`config.mk`:
```
export PLATFORM = sky130hd
export DESIGN_NAME = tctl_two_channel
export DESIGN_NICKNAME = d
export VERILOG_FILES = /design/src/design/tctl_pkg.sv /design/src/design/tctl_two_channel.sv
export SDC_FILE = /design/constraint.sdc
export NUM_CORES = 1
export LEC_CHECK = 0
export BUFFER_PORTS_ARGS = -buffer_cell sky130_fd_sc_hd__buf_2
export CAP_MARGIN = 10
export CORE_ASPECT_RATIO = 1.5
export CORE_MARGIN = 2
export CORE_UTILIZATION = 34
export CTS_BUF_LIST = sky130_fd_sc_hd__clkbuf_4 sky130_fd_sc_hd__clkbuf_8
export CTS_CLUSTER_SIZE = 25
export DETAILED_ROUTE_END_ITERATION = 6
export GPL_TIMING_DRIVEN = 0
export PLACE_DENSITY = 0.65
export SYNTH_ARGS = -nofsm -noshare
export SYNTH_HDL_FRONTEND = slang
export SYNTH_SLANG_ARGS = --single-unit
export TNS_END_PERCENT = 1
```
`constraint.sdc`:
```
create_clock -name clk -period 3.4 [get_ports clk]
set_input_delay 0.51 -clock clk [delete_from_list [all_inputs] [get_ports clk]]
set_output_delay 0.51 -clock clk [all_outputs]
set_load 0.05 [all_outputs]
```
`src/design/tctl_pkg.sv`:
```
// Package for the two-channel transfer control block: register offsets,
// direction codes, fixed memory addresses, reset values and carrier types.
// Assumes a single 20 MHz engine clock shared by the register window and engine.
package tctl_pkg;

   // Register offsets inside the host register window (byte addresses).
   localparam logic [15:0] OFF_SCRATCH = 16'h0000;
   localparam logic [15:0] OFF_SWITCH = 16'h0090;
   localparam logic [15:0] OFF_LED = 16'h00A0;
   localparam logic [15:0] OFF_DIR = 16'h8008;
   localparam logic [15:0] OFF_HOSTBASE = 16'h8028;
   localparam logic [15:0] OFF_CH0 = 16'h8100;
   localparam logic [15:0] OFF_CH1 = 16'h8108;

   // Direction register codes.
   localparam logic [31:0] CODE_HOST_TO_DDR = 32'h11AA0001;
   localparam logic [31:0] CODE_DDR_TO_HOST = 32'h11AA0002;
   localparam logic [31:0] CODE_BLOCK_TO_DDR = 32'h11AA0003;
   localparam logic [31:0] CODE_DDR_TO_BLOCK = 32'h11AA0004;
   localparam logic [31:0] CODE_HOST_TO_BLOCK = 32'h11AA0005;
   localparam logic [31:0] CODE_BLOCK_TO_HOST = 32'h11AA0006;
   localparam logic [31:0] CODE_ENGINE_RESET = 32'h11AA0007;

   // Fixed addresses used by the engine for non-host memories.
   localparam logic [31:0] DDR_SRC_ADDR = 32'h01000000;
   localparam logic [31:0] DDR_DST_ADDR = 32'h00000000;
   localparam logic [31:0] BLOCK_ADDR = 32'h00000000;

   // Status word layout and switch width.
   localparam int DONE_BIT = 31;
   localparam int COUNT_W = 16;
   localparam int SWITCH_W = 8;

   // Values after reset.
   localparam logic [31:0] SCRATCH_RST = 32'h00000000;
   localparam logic [31:0] LED_RST = 32'h00000000;
   localparam logic [31:0] HOSTBASE_RST = 32'h00000000;
   localparam logic [COUNT_W-1:0] COUNT_RST = 16'h0000;

   typedef enum logic [1:0] {
      TCTL_SPACE_HOST = 2'h0,
      TCTL_SPACE_DDR = 2'h1,
      TCTL_SPACE_BLOCK = 2'h2
   } tctl_space_e;

   // Gray codes along idle, busy, done.
   typedef enum logic [1:0] {
      TCTL_CH_IDLE = 2'h0,
      TCTL_CH_BUSY = 2'h1,
      TCTL_CH_DONE = 2'h3
   } tctl_chan_e;

   typedef struct packed {
      tctl_space_e srcSpace;
      tctl_space_e dstSpace;
      logic [31:0] srcAddr;
      logic [31:0] dstAddr;
   } tctl_desc_s;

   typedef struct packed {
      logic valid;
      logic chan;
      tctl_space_e srcSpace;
      tctl_space_e dstSpace;
   } tctl_start_s;

   typedef struct packed {
      logic wrEn;
      logic rdEn;
      logic [15:0] addr;
      logic [31:0] wrData;
   } tctl_bar_req_s;

endpackage

```
`src/design/tctl_two_channel.sv`:
```
// Control and status front end of the two-channel transfer engine.
// Assumes register accesses arrive as one-cycle strobes from the host window
// logic on clk, and that the engine's done inputs are on clk as well.
// Operation
// - Codes 1 and 2 start host-to-DDR and DDR-to-host transfers.
// - Codes 3 and 4 start block-memory-to-DDR and DDR-to-block-memory transfers.
// - Codes 5 and 6 start host-to-block-memory and block-memory-to-host transfers.
// - Code 7 resets the engine and starts nothing.
// - Opposite codes written back to back run concurrently on both channels.
// - Status bit 31 is one when the channel has completed.
// - Status bits 15 to 0 give the channel's clock count.
// - Host buffer base register supplies the host memory address.
// - DDR transfers use source 0x0100_0000 and destination 0x0000_0000.
// - All registers sit in the host memory window.
// - Scratchpad at offset zero reads back the last written value.
// - Scratchpad is a full 32-bit read-write word.
`timescale 1ns/10ps
module tctl_two_channel (
   input wire logic clk,
   input wire logic rst,
   input tctl_pkg::tctl_bar_req_s barReq,
   output logic [31:0] barRdData,
   output logic barRdValid,
   input wire logic [tctl_pkg::SWITCH_W-1:0] switchPin,
   output logic [31:0] ledOut,
   output logic engineReset,
   output logic [1:0] chStart,
   output tctl_pkg::tctl_desc_s [1:0] chDesc,
   input wire logic [1:0] chDone
);

   // Odd codes go to channel 0 and even codes to channel 1, so each opposite pair
   // lands on different channels and can overlap.
   function automatic tctl_pkg::tctl_start_s decodeDir(input logic [31:0] code);
      tctl_pkg::tctl_start_s d;
      d = '{valid: 1'b1, chan: 1'b0, srcSpace: tctl_pkg::TCTL_SPACE_HOST,
            dstSpace: tctl_pkg::TCTL_SPACE_DDR};
      unique case (code)
         tctl_pkg::CODE_HOST_TO_DDR: ;
         tctl_pkg::CODE_DDR_TO_HOST: begin
            d.chan = 1'b1;
            d.srcSpace = tctl_pkg::TCTL_SPACE_DDR;
            d.dstSpace = tctl_pkg::TCTL_SPACE_HOST;
         end
         tctl_pkg::CODE_BLOCK_TO_DDR: d.srcSpace = tctl_pkg::TCTL_SPACE_BLOCK;
         tctl_pkg::CODE_DDR_TO_BLOCK: begin
            d.chan = 1'b1;
            d.srcSpace = tctl_pkg::TCTL_SPACE_DDR;
            d.dstSpace = tctl_pkg::TCTL_SPACE_BLOCK;
         end
         tctl_pkg::CODE_HOST_TO_BLOCK: d.dstSpace = tctl_pkg::TCTL_SPACE_BLOCK;
         tctl_pkg::CODE_BLOCK_TO_HOST: begin
            d.chan = 1'b1;
            d.srcSpace = tctl_pkg::TCTL_SPACE_BLOCK;
            d.dstSpace = tctl_pkg::TCTL_SPACE_HOST;
         end
         default: d.valid = 1'b0;
      endcase
      return d;
   endfunction

   // Address the engine uses for one side of a transfer.
   function automatic logic [31:0] spaceAddr(input tctl_pkg::tctl_space_e sp,
                                             input logic isSrc,
                                             input logic [31:0] hostBase);
      logic [31:0] a;
      a = tctl_pkg::BLOCK_ADDR;
      if (sp == tctl_pkg::TCTL_SPACE_HOST) begin
         a = hostBase;
      end else if (sp == tctl_pkg::TCTL_SPACE_DDR) begin
         a = isSrc ? tctl_pkg::DDR_SRC_ADDR : tctl_pkg::DDR_DST_ADDR;
      end
      return a;
   endfunction

   // Status word: completion in the top bit, cycle count in the low half.
   function automatic logic [31:0] statusWord(input tctl_pkg::tctl_chan_e st,
                                              input logic [tctl_pkg::COUNT_W-1:0] cnt);
      logic [31:0] w;
      w = 32'h00000000;
      w[tctl_pkg::DONE_BIT] = (st == tctl_pkg::TCTL_CH_DONE);
      w[tctl_pkg::COUNT_W-1:0] = cnt;
      return w;
   endfunction

   logic [31:0] scratch_r;
   logic [31:0] led_r;
   logic [31:0] hostBase_r;
   logic [tctl_pkg::SWITCH_W-1:0] swMeta_r;
   logic [tctl_pkg::SWITCH_W-1:0] swSync_r;
   tctl_pkg::tctl_chan_e [1:0] chState_r;
   tctl_pkg::tctl_chan_e [1:0] chState_nxt;
   logic [1:0][tctl_pkg::COUNT_W-1:0] count_r;
   logic [1:0][tctl_pkg::COUNT_W-1:0] count_nxt;
   wire tctl_pkg::tctl_desc_s descNew;

   // Register window decode.
   wire wrScratch = barReq.wrEn && (barReq.addr == tctl_pkg::OFF_SCRATCH);
   wire wrLed = barReq.wrEn && (barReq.addr == tctl_pkg::OFF_LED);
   wire wrHostBase = barReq.wrEn && (barReq.addr == tctl_pkg::OFF_HOSTBASE);
   wire wrDir = barReq.wrEn && (barReq.addr == tctl_pkg::OFF_DIR);
   wire tctl_pkg::tctl_start_s dirDec = decodeDir(barReq.wrData);
   wire engReset = wrDir && (barReq.wrData == tctl_pkg::CODE_ENGINE_RESET);
   wire [1:0] startReq;

   // A start on a busy channel is ignored so a running count is never torn.
   genvar c;
   for (c = 0; c < 2; c++) begin : g_chan
      assign startReq[c] = wrDir && dirDec.valid && (dirDec.chan == 1'(c))
                           && (chState_r[c] != tctl_pkg::TCTL_CH_BUSY);
   end

   // Descriptor shared by whichever channel takes the start.
   assign descNew.srcSpace = dirDec.srcSpace;
   assign descNew.dstSpace = dirDec.dstSpace;
   assign descNew.srcAddr = spaceAddr(dirDec.srcSpace, 1'b1, hostBase_r);
   assign descNew.dstAddr = spaceAddr(dirDec.dstSpace, 1'b0, hostBase_r);

   // Channel state and count; engine reset outranks a start and a completion.
   always_comb begin
      for (int i = 0; i < 2; i++) begin
         chState_nxt[i] = chState_r[i];
         count_nxt[i] = count_r[i];
         if (engReset) begin
            chState_nxt[i] = tctl_pkg::TCTL_CH_IDLE;
            count_nxt[i] = tctl_pkg::COUNT_RST;
         end else if (startReq[i]) begin
            chState_nxt[i] = tctl_pkg::TCTL_CH_BUSY;
            count_nxt[i] = tctl_pkg::COUNT_RST;
         end else if (chState_r[i] == tctl_pkg::TCTL_CH_BUSY) begin
            count_nxt[i] = count_r[i] + 16'h0001;
            if (chDone[i]) begin
               chState_nxt[i] = tctl_pkg::TCTL_CH_DONE;
            end
         end
      end
   end

   always_ff @(posedge clk) begin
      if (rst) begin
         chState_r <= '{tctl_pkg::TCTL_CH_IDLE, tctl_pkg::TCTL_CH_IDLE};
         count_r <= {2{tctl_pkg::COUNT_RST}};
         chStart <= 2'h0;
         engineReset <= 1'b0;
      end else begin
         chState_r <= chState_nxt;
         count_r <= count_nxt;
         chStart <= startReq;
         engineReset <= engReset;
      end
   end

   // Descriptors hold their value between starts for the engine to sample.
   always_ff @(posedge clk) begin
      if (rst) begin
         chDesc <= '0;
      end else begin
         for (int i = 0; i < 2; i++) begin
            if (startReq[i]) begin
               chDesc[i] <= descNew;
            end
         end
      end
   end

   // Software-written storage.
   always_ff @(posedge clk) begin
      if (rst) begin
         scratch_r <= tctl_pkg::SCRATCH_RST;
         led_r <= tctl_pkg::LED_RST;
         hostBase_r <= tctl_pkg::HOSTBASE_RST;
      end else begin
         if (wrScratch) scratch_r <= barReq.wrData;
         if (wrLed) led_r <= barReq.wrData;
         if (wrHostBase) hostBase_r <= barReq.wrData;
      end
   end
   assign ledOut = led_r;

   // Switches are asynchronous pins; only the second stage is read.
   always_ff @(posedge clk) begin
      swMeta_r <= switchPin;
      swSync_r <= swMeta_r;
   end

   // Read mux; the direction register and unmapped addresses read as zero.
   wire [31:0] rdMux =
      (barReq.addr == tctl_pkg::OFF_SCRATCH) ? scratch_r :
      (barReq.addr == tctl_pkg::OFF_SWITCH) ? {24'h000000, swSync_r} :
      (barReq.addr == tctl_pkg::OFF_LED) ? led_r :
      (barReq.addr == tctl_pkg::OFF_HOSTBASE) ? hostBase_r :
      (barReq.addr == tctl_pkg::OFF_CH0) ? statusWord(chState_r[0], count_r[0]) :
      (barReq.addr == tctl_pkg::OFF_CH1) ? statusWord(chState_r[1], count_r[1]) :
      32'h00000000;

   always_ff @(posedge clk) begin
      if (rst) begin
         barRdData <= 32'h00000000;
         barRdValid <= 1'b0;
      end else begin
         barRdValid <= barReq.rdEn;
         if (barReq.rdEn) barRdData <= rdMux;
      end
   end
endmodule // tctl_two_channel

```
==> flow_summary.json <==
{
  "antenna_found_initial": 5,
  "post_synth_xor_area_fraction": 0.02026,
  "p_seq_frac": 0.473,
  "r2r_slack_ps": 720,
  "fin_crit_ps": 2835,
  "endpoint_kind": "register",
  "core_mm2": 0.03510,
  "rsz0062_at_grt": "no",
  "place.gp.congestion": 0.9565,
  "arrival_ps": 3370,
  "drv_cap": 0,
  "layout_commonest_cell": "dfxtp_1",
  "dieArea_mm2": 0.03716,
  "vias_per_cell": 5.304,
  "fillers": 3560,
  "drt_wl_total_um": 43520,
  "post-route-drc-count": 8,
  "antenna_left": 0,
  "synthFlopType": "dfxtp_1",
  "clk_pin_slew_ps": 60,
  "setup_tns_ps": 0,
  "wl_per_cell_um": 19.86,
  "p_switching_uw": 1905,
  "dieHeight_um": 235.1,
  "muxShareOfSynthArea": 0.01220,
  "grt_use_total": 0.2267,
  "p_comb_frac": 0.048,
  "synthArstFlopShare": 0,
  "setup.worst_path.start_class": "primary input",
  "grt_max_degree": 14,
  "crit_end": "chDesc[60]",
  "num_rows": 84,
  "synth_cell_types": 58,
  "finClkSkew_ps": 23.38,
  "syn_inst": 1352,
  "htreeDepth": 2,
  "clock_latency_ps": 620,
  "status": "finished with violations",
  "postCtsSetupBuffers": 0,
  "peakVddDrop_v": 0.0004333,
  "syn_area_per_cell_um2": 8.953,
  "synth_area_mm2": 0.01210,
  "pwr-share-clk": 0.480,
  "yosysTopAreaCellShare": 0.5293,
  "synth_fa_ha_area_frac": 0.002067,
  "path_max_fanout": 10,
  "synth_simple_gate_area_frac": 0.2097,
  "violations": "design-rule violations",
  "finalHoldViolCount": 0,
  "portBuffers": 261,
  "postLayoutCellArea_mm2": 0.01532,
  "p_sw_frac": 0.2374,
  "reg2regPathDepth": 6,
  "report.final.slew_viol_count": 0,
  "drtIter0Drc": 921,
  "ctsHoldBuffers": 8,
  "hpwl_um": 32420,
  "cts_buffers": 50,
  "area_growth_pct": 26.59,
  "synth_nets": 1416,
  "synth_compound_area_frac": 0.1861,
  "drive_gt1_frac": 0.2305,
  "grt_pass1_wl_um": 64890,
  "r2r-end": "chDesc[60]",
  "cts_tree": "yes",
  "detailed_place.area_mm2": 0.01403,
  "yosys_warnings": 0,
  "fmax_mhz": 352.8,
  "cp_data_required_time_ps": 3940,
  "synth.area.top_cells": "dfxtp_1, nand2_1, a21oi_1",
  "p_per_area_mw_per_mm2": 523.7,
  "cts_sinks": 320,
  "layout_common_cells": "dfxtp_1, buf_2, nand2_1",
  "fin_nets": 1739,
  "setup_viol": 0,
  "grt_pass1_vias": 11293,
  "max_slew_margin": 0.2230,
  "seq_area_frac_synth": 0.5293,
  "critical_path_class": "primary input to register",
  "internal_power_uw": 6119,
  "vias": 11621,
  "hp-class": "primary input to register",
  "fin_crit_sh": 0.8338,
  "synth_top_family_by_area": "simple AND/OR/NAND/NOR gates",
  "die_w_um": 158.1,
  "power_leakage_uw": 0.005999,
  "drtPass1Iterations": 7,
  "worst_slew_pin_slew_ps": 1160,
  "synth_seq_cells": 320,
  "yosysTopAreaCell": "dfxtp_1",
  "initial_core_util": 0.3448,
  "clockBufferDepth": 3,
  "ios": 266,
  "crit_start": "barReq[10]",
  "r2r_start": "chState_r[1]",
  "synth_edf_count": 0,
  "cts_resized": 0,
  "root_buffer": "clkbuf_8",
  "grt-ovfl-total": 0
}
synth_stat cells (all sizes together) (15+ instances only):
cell      n
a211oi   16
a21oi   149
a222oi   15
a22o     31
and2     66
clkbuf   91
dfxtp   320
inv      19
nand2   226
nand3    23
nand4    46
nor2     70
nor3     29
o21ai    62
xnor2    20
registers in the layout, indices dropped and copies added, names as in the netlist:
register and count:
barRdData 32, barRdValid 1, chDesc 136, chStart 2, chState_r 4, count_r 32, engineReset 1, hostBase_r 32
ledOut 32, scratch_r 32, swMeta_r 8, swSync_r 8
through the flow:
| step | hold WS, ps | setup slack [ps] | cells | power [µW] | util |
|---|---|---|---|---|---|
| 2_1_floorplan | 309.6 | 1018 | 1352 | 4079 | - |
| 3_3_place_gp | 314.4 | -402.6 | 2086 | 4239 | 0.3989 |
| 3_5_place_dp | 312.1 | -15.57 | 2088 | 4244 | 0.3998 |
| 4_1_cts | 116.5 | 636.3 | 2187 | 8083 | 0.4362 |
| 5_1_grt | 165.1 | 435.4 | 2191 | 8272 | 0.4365 |
| 6_report | 162.7 | 565.2 | 2191 | 8023 | 0.4365 |
power by group through the flow:
stage | Sequential (µW) | Combinational, µW | Clock, µW
final | 3790 | 383 | 3850
after CTS | 3790 | 379 | 3910
after global placement | 3870 | 364 | 0
after floorplan | 3930 | 144 | 0
after detailed placement | 3870 | 370 | 0
after global routing | 3790 | 407 | 4070
layer usage:
metal / track usage / up-vias / wire [µm]
met5: 0 / - / 11
li1: - / 5448 / -
met4: 0.1447 / 2 / 3189
met1: 0.2606 / 5506 / 16370
met2: 0.3810 / 515 / 20700
met3: 0.04297 / 150 / 3246
cell families after synthesis:
kind of cell | after synthesis
compound gates | 356
flops | 320
fa+ha+maj | 2
simple gates | 507
xor+xnor | 28
mux | 14
buf+inv | 125
critical path, cell delays in order:
cell     delay, ps
buf_2          160
nor4b_2        480
nand4_4        290
nor4_2         750
nor3b_2        650
buf_2          360
a22o_1         160
cell type report:
| type | count | area, µm² | area share |
|---|---|---|---|
| Tap cell | 473 | 591.8 | 0.03862 |
| Antenna cell | 4 | 10.01 | 0.0006533 |
| Clock inverter | 14 | 207.7 | 0.01356 |
| Sequential cell | 320 | 6406 | 0.4181 |
| Timing Repair Buffer | 271 | 1409 | 0.09195 |
| Clock buffer | 77 | 991.0 | 0.06467 |
| Multi-Input combinational cell | 907 | 5218 | 0.3405 |
| Inverter | 20 | 75.07 | 0.004900 |
| Buffer | 105 | 414.1 | 0.02703 |
worst min path at each step:
stage | from | to | cells past startpoint
final | chDone[1] | chState_r[3] | 3
after global routing | barReq[28] | ledOut[28] | 3
after CTS | chDone[1] | chState_r[3] | 3
after detailed placement | swMeta_r[4] | swSync_r[4] | 0
after global placement | swMeta_r[4] | swSync_r[4] | 0
after floorplan | swMeta_r[0] | swSync_r[0] | 0
Note: power is estimated with default switching activity, not from simulation.
